===== config.mk =====
export PLATFORM = sky130hd
export DESIGN_NAME = sensor_status_indicator_logic
export DESIGN_NICKNAME = d
export VERILOG_FILES = /design/src/hw/status_pkg.sv /design/src/hw/sensor_status_indicator_logic.sv /design/src/hw/blink_gen.sv /design/src/hw/pulse_stretch.sv
export SDC_FILE = /design/constraint.sdc
export NUM_CORES = 1
export LEC_CHECK = 0
export BUFFER_PORTS_ARGS = -buffer_cell sky130_fd_sc_hd__buf_2
export CELL_PAD_IN_SITES_DETAIL_PLACEMENT = 1
export CELL_PAD_IN_SITES_GLOBAL_PLACEMENT = 1
export CORE_MARGIN = 4
export CORE_UTILIZATION = 40
export DETAILED_ROUTE_END_ITERATION = 10
export GPL_TIMING_DRIVEN = 0
export PLACE_DENSITY = 0.73
export SLEW_MARGIN = 10
export SYNTH_ARGS = -nofsm -noshare
export SYNTH_HDL_FRONTEND = slang
export SYNTH_SLANG_ARGS = --single-unit

===== constraint.sdc =====
create_clock -name clk_sys -period 3.1 [get_ports clk_sys]
set_input_delay 0.155 -clock clk_sys [delete_from_list [all_inputs] [get_ports clk_sys]]
set_output_delay 0.155 -clock clk_sys [all_outputs]
set_load 0.005 [all_outputs]

===== src/hw/status_pkg.sv =====
// Shared constants and types for the sensor status indicator logic
package status_pkg;

  // ---------------------------------------------------------------
  // Clock and timing
  // ---------------------------------------------------------------
  localparam int unsigned CLK_PERIOD_NS = 4;
  localparam int unsigned CLK_KHZ = 1000000 / CLK_PERIOD_NS;

  // No-target switch timeout
  localparam int unsigned NO_TARGET_MS = 1000;
  localparam int unsigned NO_TARGET_CYCLES = CLK_KHZ * NO_TARGET_MS;

  // Half period of the fast flash
  localparam int unsigned FAST_HALF_MS = 50;
  localparam int unsigned FAST_HALF_CYCLES = CLK_KHZ * FAST_HALF_MS;

  // Slow blink half period as a multiple of fast half periods
  localparam int unsigned SLOW_RATIO = 5;

  // Least visible on-time of a serial activity flash
  localparam int unsigned ACT_HOLD_MS = 40;
  localparam int unsigned ACT_HOLD_CYCLES = CLK_KHZ * ACT_HOLD_MS;

  // Double blink pattern, one bit per fast half period
  localparam logic [7:0] DUAL_PATTERN = 8'h05;

  // ---------------------------------------------------------------
  // Types
  // ---------------------------------------------------------------
  typedef enum logic [2:0] {
    SEL_OFF,
    SEL_ANALOG,
    SEL_SWITCH,
    SEL_RX,
    SEL_TX
  } statusSel_t;

  typedef enum logic [1:0] {
    ANA_TRACK,
    ANA_LOW,
    ANA_HIGH,
    ANA_HOLD
  } analogLevel_t;

  typedef struct packed {
    logic targetDetected;
    logic nearMin;
    logic unlocked;
    logic alternateAdjustMode;
    logic adjustDisabled;
    logic syncMaster;
    logic syncSlave;
    logic syncLost;
  } targetIn_t;

  typedef struct packed {
    logic request;
    logic fault;
  } switchIn_t;

  typedef struct packed {
    logic red;
    logic green;
  } ledOut_t;

endpackage


===== src/hw/sensor_status_indicator_logic.sv =====
// Target indicator, output status indicators and switch/analog control
`timescale 1ns/1ns
`default_nettype none
module sensor_status_indicator_logic #(
  parameter int unsigned NO_TARGET_TIMEOUT = status_pkg::NO_TARGET_CYCLES,
  parameter int unsigned FAST_HALF         = status_pkg::FAST_HALF_CYCLES,
  parameter int unsigned SLOW_RATIO        = status_pkg::SLOW_RATIO,
  parameter int unsigned ACT_HOLD          = status_pkg::ACT_HOLD_CYCLES
) (
  input  wire logic                     clk_sys,
  input  wire logic                     rst_n,
  input  wire status_pkg::targetIn_t    target,
  input  wire logic                     adjustButtonPin,
  input  wire status_pkg::switchIn_t    switch1,
  input  wire status_pkg::switchIn_t    switch2,
  input  wire logic                     atLowEnd,
  input  wire logic                     atHighEnd,
  input  wire logic                     rxActivity,
  input  wire logic                     txActivity,
  input  wire status_pkg::statusSel_t   squareSel,
  input  wire status_pkg::statusSel_t   rectSel,
  input  wire logic                     noTargetSwitchOff,
  input  wire logic                     noTargetAnalogHold,
  output status_pkg::ledOut_t           targetLed,
  output logic                          squareLed,
  output logic                          rectLed,
  output logic [1:0]                    switchDrive,
  output status_pkg::analogLevel_t      analogLevel,
  output logic                          filtersEnable,
  output logic                          measureEnable,
  output logic                          adjustHeld
);

  // ---------------------------------------------------------------
  // Pattern sources
  // ---------------------------------------------------------------
  logic fastBlink;
  logic slowBlink;
  logic dualBlink;
  logic rxFlash;
  logic txFlash;

  blink_gen #(
    .FAST_HALF  (FAST_HALF),
    .SLOW_RATIO (SLOW_RATIO)
  ) u_blink (
    .clk_sys (clk_sys),
    .rst_n   (rst_n),
    .fast    (fastBlink),
    .slow    (slowBlink),
    .dual    (dualBlink)
  );

  pulse_stretch #(
    .HOLD (ACT_HOLD)
  ) u_rxFlash (
    .clk_sys (clk_sys),
    .rst_n   (rst_n),
    .trigger (rxActivity),
    .active  (rxFlash)
  );

  pulse_stretch #(
    .HOLD (ACT_HOLD)
  ) u_txFlash (
    .clk_sys (clk_sys),
    .rst_n   (rst_n),
    .trigger (txActivity),
    .active  (txFlash)
  );

  // ---------------------------------------------------------------
  // Adjust button synchroniser
  // ---------------------------------------------------------------
  logic buttonMeta;
  logic buttonSync;
  logic next_buttonMeta;
  logic next_buttonSync;

  always_comb
  begin
    next_buttonMeta = adjustButtonPin;
    next_buttonSync = buttonMeta;
  end

  always_ff @(posedge clk_sys or negedge rst_n)
  begin
    if (!rst_n)
    begin
      buttonMeta <= 1'b0;
      buttonSync <= 1'b0;
    end
    else
    begin
      buttonMeta <= next_buttonMeta;
      buttonSync <= next_buttonSync;
    end
  end

  assign adjustHeld = buttonSync;

  // ---------------------------------------------------------------
  // Sync loss supervision
  // ---------------------------------------------------------------
  typedef enum logic [1:0] {
    ST_RUN,
    ST_NOSYNC,
    ST_OVERRIDE
  } syncState_t;

  syncState_t syncState;
  syncState_t next_syncState;

  // The button ends the warning until sync is back or slave mode is left
  always_comb
  begin
    next_syncState = syncState;
    case (syncState)
      ST_RUN:
        if (target.syncSlave && target.syncLost)
          next_syncState = ST_NOSYNC;
      ST_NOSYNC:
        if (!target.syncSlave || !target.syncLost)
          next_syncState = ST_RUN;
        else if (buttonSync)
          next_syncState = ST_OVERRIDE;
      ST_OVERRIDE:
        if (!target.syncSlave || !target.syncLost)
          next_syncState = ST_RUN;
      default:
        next_syncState = ST_RUN;
    endcase
  end

  always_ff @(posedge clk_sys or negedge rst_n)
  begin
    if (!rst_n)
      syncState <= ST_RUN;
    else
      syncState <= next_syncState;
  end

  // ---------------------------------------------------------------
  // No-target timeout
  // ---------------------------------------------------------------
  localparam int TW = $clog2(NO_TARGET_TIMEOUT + 1);

  logic [TW-1:0] noTargetCnt;
  logic [TW-1:0] next_noTargetCnt;
  logic          noTargetExpired;
  logic          next_noTargetExpired;

  always_comb
  begin
    next_noTargetCnt = noTargetCnt;
    next_noTargetExpired = noTargetExpired;
    if (target.targetDetected)
    begin
      next_noTargetCnt = '0;
      next_noTargetExpired = 1'b0;
    end
    else if (noTargetCnt == TW'(NO_TARGET_TIMEOUT - 1))
      next_noTargetExpired = 1'b1;
    else
      next_noTargetCnt = noTargetCnt + TW'(1);
  end

  always_ff @(posedge clk_sys or negedge rst_n)
  begin
    if (!rst_n)
    begin
      noTargetCnt <= '0;
      noTargetExpired <= 1'b0;
    end
    else
    begin
      noTargetCnt <= next_noTargetCnt;
      noTargetExpired <= next_noTargetExpired;
    end
  end

  // ---------------------------------------------------------------
  // Switch and analog control
  // ---------------------------------------------------------------
  logic [1:0]               next_switchDrive;
  status_pkg::analogLevel_t next_analogLevel;
  logic                     next_filtersEnable;
  logic                     next_measureEnable;
  logic                     switchesBlocked;

  always_comb
  begin
    switchesBlocked = noTargetSwitchOff && noTargetExpired;
    // Drive means conducting, whatever the output polarity
    next_switchDrive[0] = switch1.request && !switch1.fault
                          && !switchesBlocked;
    next_switchDrive[1] = switch2.request && !switch2.fault
                          && !switchesBlocked;
    if (!target.targetDetected && noTargetAnalogHold)
      next_analogLevel = status_pkg::ANA_HOLD;
    else if (atHighEnd)
      next_analogLevel = status_pkg::ANA_HIGH;
    else if (atLowEnd)
      next_analogLevel = status_pkg::ANA_LOW;
    else
      next_analogLevel = status_pkg::ANA_TRACK;
    next_filtersEnable = !target.unlocked;
    next_measureEnable = (syncState != ST_NOSYNC);
  end

  always_ff @(posedge clk_sys or negedge rst_n)
  begin
    if (!rst_n)
    begin
      switchDrive <= 2'h0;
      analogLevel <= status_pkg::ANA_LOW;
      filtersEnable <= 1'b1;
      measureEnable <= 1'b1;
    end
    else
    begin
      switchDrive <= next_switchDrive;
      analogLevel <= next_analogLevel;
      filtersEnable <= next_filtersEnable;
      measureEnable <= next_measureEnable;
    end
  end

  // ---------------------------------------------------------------
  // Target indicator
  // ---------------------------------------------------------------
  status_pkg::ledOut_t next_targetLed;
  logic                feedbackAllowed;
  logic                lockBlink;

  always_comb
  begin
    feedbackAllowed = !(target.adjustDisabled && !target.syncMaster
                        && !target.syncSlave);
    lockBlink = target.alternateAdjustMode ? dualBlink
                                           : slowBlink;
    next_targetLed = '0;
    if (syncState == ST_NOSYNC)
    begin
      next_targetLed.red = slowBlink;
      next_targetLed.green = !slowBlink;
    end
    else if (buttonSync && feedbackAllowed)
      next_targetLed.red = lockBlink;
    else if (target.targetDetected)
    begin
      if (target.unlocked)
        next_targetLed.green = lockBlink;
      else if (target.nearMin)
        next_targetLed.green = fastBlink;
      else
        next_targetLed.green = 1'b1;
    end
    else
    begin
      if (target.unlocked)
        next_targetLed.red = lockBlink;
      else
        next_targetLed.red = 1'b1;
    end
  end

  always_ff @(posedge clk_sys or negedge rst_n)
  begin
    if (!rst_n)
      targetLed <= '{red: 1'b1, green: 1'b0};
    else
      targetLed <= next_targetLed;
  end

  // ---------------------------------------------------------------
  // Output status indicators
  // ---------------------------------------------------------------
  logic next_squareLed;
  logic next_rectLed;
  logic analogShow;

  function automatic logic switchShow(
    input status_pkg::switchIn_t sw,
    input logic                  driven,
    input logic                  blink
  );
    if (sw.fault)
      return blink;
    return driven;
  endfunction

  function automatic logic statusShow(
    input status_pkg::statusSel_t sel,
    input logic                   analogV,
    input logic                   switchV,
    input logic                   rxV,
    input logic                   txV
  );
    case (sel)
      status_pkg::SEL_ANALOG:
        return analogV;
      status_pkg::SEL_SWITCH:
        return switchV;
      status_pkg::SEL_RX:
        return rxV;
      status_pkg::SEL_TX:
        return txV;
      default:
        return 1'b0;
    endcase
  endfunction

  always_comb
  begin
    if (atHighEnd)
      analogShow = fastBlink;
    else if (atLowEnd)
      analogShow = 1'b0;
    else
      analogShow = 1'b1;
    next_squareLed = statusShow(squareSel, analogShow,
                                switchShow(switch1, switchDrive[0],
                                           slowBlink),
                                rxFlash, txFlash);
    next_rectLed = statusShow(rectSel, analogShow,
                              switchShow(switch2, switchDrive[1],
                                         slowBlink),
                              rxFlash, txFlash);
  end

  always_ff @(posedge clk_sys or negedge rst_n)
  begin
    if (!rst_n)
    begin
      squareLed <= 1'b0;
      rectLed <= 1'b0;
    end
    else
    begin
      squareLed <= next_squareLed;
      rectLed <= next_rectLed;
    end
  end

endmodule
`default_nettype wire


===== src/hw/blink_gen.sv =====
// Fast, slow and double blink pattern generator
`timescale 1ns/1ns
`default_nettype none
module blink_gen #(
  parameter int unsigned FAST_HALF  = status_pkg::FAST_HALF_CYCLES,
  parameter int unsigned SLOW_RATIO = status_pkg::SLOW_RATIO
) (
  input  wire logic clk_sys,
  input  wire logic rst_n,
  output logic      fast,
  output logic      slow,
  output logic      dual
);

  localparam int CW = $clog2(FAST_HALF + 1);
  localparam int SW = $clog2(SLOW_RATIO + 1);

  logic [CW-1:0] cnt;
  logic [CW-1:0] next_cnt;
  logic [SW-1:0] slowCnt;
  logic [SW-1:0] next_slowCnt;
  logic [2:0]    phase;
  logic [2:0]    next_phase;
  logic          next_fast;
  logic          next_slow;
  logic          next_dual;
  logic          tick;

  always_comb
  begin
    tick = (cnt == CW'(FAST_HALF - 1));
    next_cnt = tick ? '0 : cnt + CW'(1);
    next_fast = fast ^ tick;
    next_slowCnt = slowCnt;
    next_slow = slow;
    next_phase = phase;
    next_dual = dual;
    if (tick)
    begin
      next_phase = phase + 3'h1;
      next_dual = status_pkg::DUAL_PATTERN[next_phase];
      if (slowCnt == SW'(SLOW_RATIO - 1))
      begin
        next_slowCnt = '0;
        next_slow = ~slow;
      end
      else
        next_slowCnt = slowCnt + SW'(1);
    end
  end

  always_ff @(posedge clk_sys or negedge rst_n)
  begin
    if (!rst_n)
    begin
      cnt <= '0;
      slowCnt <= '0;
      phase <= 3'h0;
      fast <= 1'b0;
      slow <= 1'b0;
      dual <= 1'b0;
    end
    else
    begin
      cnt <= next_cnt;
      slowCnt <= next_slowCnt;
      phase <= next_phase;
      fast <= next_fast;
      slow <= next_slow;
      dual <= next_dual;
    end
  end

endmodule
`default_nettype wire


===== src/hw/pulse_stretch.sv =====
// Stretches an activity pulse to a visible minimum on-time
`timescale 1ns/1ns
`default_nettype none
module pulse_stretch #(
  parameter int unsigned HOLD = status_pkg::ACT_HOLD_CYCLES
) (
  input  wire logic clk_sys,
  input  wire logic rst_n,
  input  wire logic trigger,
  output logic      active
);

  localparam int HW = $clog2(HOLD + 1);

  logic [HW-1:0] cnt;
  logic [HW-1:0] next_cnt;

  // Every new pulse restarts the hold so bursts stay lit
  always_comb
  begin
    if (trigger)
      next_cnt = HW'(HOLD);
    else if (cnt != '0)
      next_cnt = cnt - HW'(1);
    else
      next_cnt = cnt;
  end

  always_ff @(posedge clk_sys or negedge rst_n)
  begin
    if (!rst_n)
      cnt <= '0;
    else
      cnt <= next_cnt;
  end

  assign active = (cnt != '0);

endmodule
`default_nettype wire


# Word level (Yosys, flattened, before mapping)
# Memory sizes are Yosys's and may differ from the RTL's. A register that Yosys moved wholly into a read port is not among the register bits.
# Index checks and enable logic that the tools add are counted.
# totals
reg_bits	123
latch_bits	0
ram_bits	0
mem_bits_ro	8
inputBits	27
wordCells	114
mem_count	1
# mem_list
memory	words	width	read_ports	rd_ports_with_merged_regs	write_ports	line_no	text
(no name shown)	8	1	1	1	0	blink_gen.sv:41	next_dual = status_pkg::DUAL_PATTERN[next_phase];
# classes
n_addsub	6
mul	0
n_div	0
magnitude_cmp	0
n_eq_ne	18
shift	0
muxes	37
bitwise	2
n_reduce_logical	30
# op_table
cell	count
$mux W24	5
$mux W28	2
$reduce_bool A24 Y1	2
$sub A24 B1 Y24 const B	2
$add A28 B1 Y28 const B	1
$eq A28 B28 Y1 const B	1
$add A24 B1 Y24 const B	1
$eq A24 B24 Y1 const B	1
$mux W1	19
$mux W2	7
$eq A3 B2 Y1 const B	4
$logic_not A1 Y1	11
$logic_and A1 B1 Y1	10
$eq A3 B3 Y1 const B	3
$pmux W1 S4	2
$add A3 B1 Y3 const B	2
$eq A3 B1 Y1 const B	2
$ne A2 B2 Y1 const B	3
$pmux W2 S3	1
$reduce_bool A2 Y1	3
$mux W3	1
$ne A3 B3 Y1 const B	1
$reduce_and A3 Y1	1
$eq A2 B1 Y1 const B	1
other kinds (7)	7

# Logic depth before layout (Yosys ltp)
# depth
ltp_word	7
depth_mapped	8

# Modules after synthesis
# From an unflattened synthesis, not the netlist that was laid out.
# hier_totals
hier_cells	623
hier_area_um2	6362.4
# by_module_without_submodules
module	instances	cells_each	area_per_inst_um2	seq_area_each_um2
pulse_stretch	2	133	1328.8	600.6
sensor_status_indicator_logic	1	208	2053.2	1081.0
blink_gen	1	149	1651.6	825.8

# Worst setup path before layout
# No wires, ideal clock.
# synth_path
kind	flip-flop to flip-flop
from	reg u_rxFlash.cnt[14]
to	reg u_rxFlash.cnt[11]
setup_time_ns	0.087
arrival_time_ns	2.186
required_time_ns	3.013
slack_ns	0.828
path_stages_with_launch	7
n_path_buf	1
period_less_slack_ns	2.272
cell_sequence	dfrtp_1 > or4_4 > or4_4 > buf_6 > or3_4 > and3_4 > a211oi_2
# synth_via
elab_chain_cells	2
# synth_rtl
item	line_no	text
from (decl)	pulse_stretch.sv:15	logic [HW-1:0] cnt;
from (signal assigned)	pulse_stretch.sv:34	cnt <= next_cnt;
$reduce_bool A24 Y1	pulse_stretch.sv:23	else if (cnt != '0)
$reduce_bool A2 Y1 (no source line)	n/a	
# Every way passes these cells.
# A chain may end at the register's enable or synchronous reset.

# Worst setup path in the final report
# layout_path
from	reg u_rxFlash.cnt[5]
to	reg u_rxFlash.cnt[23]
# layout_via
elab_chain_cells	3
elab_cells_between_ends	5
# layout_rtl
item	line_no	text
$sub A24 B1 Y24	pulse_stretch.sv:24	next_cnt = cnt - HW'(1);
$mux W24	pulse_stretch.sv:23	
$mux W24	pulse_stretch.sv:21	if (trigger)
# Parallel ways exist; a longest one is shown, timed or not. The select of a mux whose other input is x is not followed.

==> run metrics <==
outcome finished, final reports clean; # fillers 1739; Clock Latency Late Sink 0.42 ns; vias after detailed routing 5027; Syn Inst Count 643; CP Class register to register; dominant synthesized flop cell dfrtp_1; metal3 WL 524 um; mapped cell area 0.006327 mm^2; DP HPWL 10780 um; antenna violations before repair 0; post-layout util 48.33%; hold path depth 2; initial DRC count 232; dominant cells by area after synthesis dfrtp_1 (47%), nor2_1 (5.2%), xor2_1 (4.3%); multi-input logic area 0.003060 mm^2; H-Tree Depth 4; Netlist cell types 66; clk buf depth 2; WL met2 7573 um; Tcrit/Tclk final 85.43%; pwr/cell area 520.6 mW/mm^2; # diodes 0; post_cts resized 0; worst-path fanout max 6; Slew headroom 35.89%; Avg Synthesized Cell Area 9.840 um^2; P&R area growth vs syn 17.40%; first-pass GRT wire length 25990 um; peak supply drop 0.4192 mV; die width 133.8 um; routability cong. 0.7922; Fmax achieved 0.3776 GHz; Synth Warn # 0; Chip Height 133.8 um; top sig layer met4; FF-to-FF setup slack 0.45 ns; HP Class input port to register; Pre-antenna DRT Iters 4; Slew @ Worst Pin 0.9543 ns; Crit. End Element register; Pins Over Slew Limit 0; CTS root buf clkbuf_16; GRT Overall Usage 17.99%; leading area contributor after synthesis dfrtp_1; Leakage 3.063 nW; core area 0.01537 mm^2; commonest non-fill, non-tap cell in the layout dfrtp_1; FF/Latch Area 0.003108 mm^2; Worst R2R End u_rxFlash.cnt[23]$_DFFE_PN0P_; TritonCTS Buffers 17; M1 WL 6929 um; # IOs 38; final setup TNS 0 ns; hold_buf cts 9; gr ovfl total 0; share of layout cells above drive strength 1 14.72%; flops & latches, synth 124; CTS clk-pin slew, worst paths 0.05 ns; post-route ant nets 0; num rows 45; unrepaired setup endpoints after global routing false; Initial Util 41.16%; Sink Count 124; drt drc 0; Worst Path Required 3.40 ns; Async S/R FF share, synth 100.0%; most frequent cells in the layout dfrtp_1 (120), nor2_1 (87), buf_2 (37), nand2_1 (35), xor2_1 (31); R2R Path Start u_rxFlash.cnt[5]$_DFFE_PN0P_; Worst Skew 0.009692 ns; vias in the first global route 5359; Die ar. 0.01789 mm^2; Post-synth EDFFs 0; max_cap viols 0; largest net degree at the start of global routing 76; syn nets 679; average routed wire per standard cell 16.25 um; R2R depth 5; Avg Vias per Cell 5.400; CTS tree yes; Worst Setup SP u_rxFlash.cnt[5]$_DFFE_PN0P_; # setup viols final 0; startpoint types register; post-synth top area share 47.46%; Critical Path AT 2.94 ns; nets@finish 745; Post-CTS Setup Repair Bufs 0; WL final 15130 um; final hold vios 0; Buffers on Ports 37; register area share after synthesis 49.12%; final critical-path required period 2.648 ns; crit path to u_rxFlash.cnt[23]$_DFFE_PN0P_
==> sequential cells by signal, summed over array words and instances (netlist names), 2 cells and up <==
name and cells:
u_blink.phase 3, u_blink.slowCnt 3, switchDrive 2, u_txFlash.cnt 24, analogLevel 2, syncState 2
noTargetCnt 28, targetLed 2, u_blink.cnt 24, u_rxFlash.cnt 24
==> worst max-delay path, stage by stage, from the launching register on <==
cell and delay [ns]:
dfrtp_1 0.42, nor4_1 0.71, nand4_1 0.43, nor4b_1 0.65, and3_1 0.25, o21bai_1 0.06
==> kinds of logic after synthesis <==
kind of cell / after synthesis / share of synthesized area, %
xor gates and xnor gates: 59 / 8.167
adders and majority gates: 9 / 1.780
and+or+nand+nor: 306 / 26.16
muxes: 17 / 2.907
AOI/OAI and AO/OA: 88 / 9.353
DFF: 124 / 49.12
buffers and inverters: 40 / 2.511
==> stage by stage <==
step | instance area [um^2] | setup slack (ns) | std cells | hold WS, ns | total power [mW]
after CTS | 7428 | 0.4858 | 931 | 0.01473 | 3.921
after floorplan | 6327 | 0.8276 | 643 | -0.1406 | 1.967
after global placement | 6777 | 0.2094 | 891 | 0.2662 | 2.082
after global routing | 7428 | 0.2863 | 931 | 0.02201 | 4.060
after detailed placement | 6810 | 0.4899 | 892 | 0.1366 | 2.110
final | 7428 | 0.4518 | 931 | 0.01883 | 3.867
==> cells in the mapped netlist, drive strengths merged, types with 5 or more instances <==
master  number
nand3       30
ha           9
nor2        88
mux2        11
nand2       35
nand4       15
a21oi       21
inv         18
nor3        21
mux2i        6
xnor2       28
or4         13
clkbuf      19
o31ai        9
nor2b       14
dfrtp      120
or2          7
or3         18
nand2b       9
nor4        20
o21ai       28
and3        11
xor2        31
o211ai       5
==> layer usage <==
| metal | GRT usage [%] | up-vias |
|---|---|---|
| li1 | - | 2423 |
| met1 | 22.70 | 2542 |
| met2 | 30.46 | 56 |
| met3 | 4.726 | 6 |
| met4 | 5.314 | 0 |
| met5 | 0 | - |
==> worst min path at each step <==
stage | start | endpoint | slack (ns)
finish | atHighEnd | analogLevel[0]$_DFF_PN1_ | 0.02
global route | atHighEnd | analogLevel[0]$_DFF_PN1_ | 0.02
CTS | squareSel[2] | squareLed$_DFF_PN0_ | 0.01
detailed placement | rst_n | u_rxFlash.cnt[23]$_DFFE_PN0P_ | 0.14
global placement | adjustButtonPin | buttonMeta$_DFF_PN0_ | 0.27
floorplan | rst_n | adjustHeld$_DFF_PN0_ | -0.14
==> area by class of cell <==
type                    instances  area share [%]
plain buffers                  22           1.230
clock buffers                  22           6.518
clock inverters                 8          0.5895
inverters                      18          0.9096
multi-input cells             479           41.20
flip-flops and latches        124           41.84
well taps                     211           3.554
repair buffers                 47           4.160
==> report_power, final <==
group	switching, mW	total [mW]	internal (mW)	leakage (nW)
Clock	0.692	1.78	1.09	0.271
Sequential	0.0647	1.75	1.68	1.59
Combinational	0.197	0.341	0.144	1.20
Total	0.954	3.87	2.91	3.06
No activity file was read; power rests on OpenSTA's default activity.
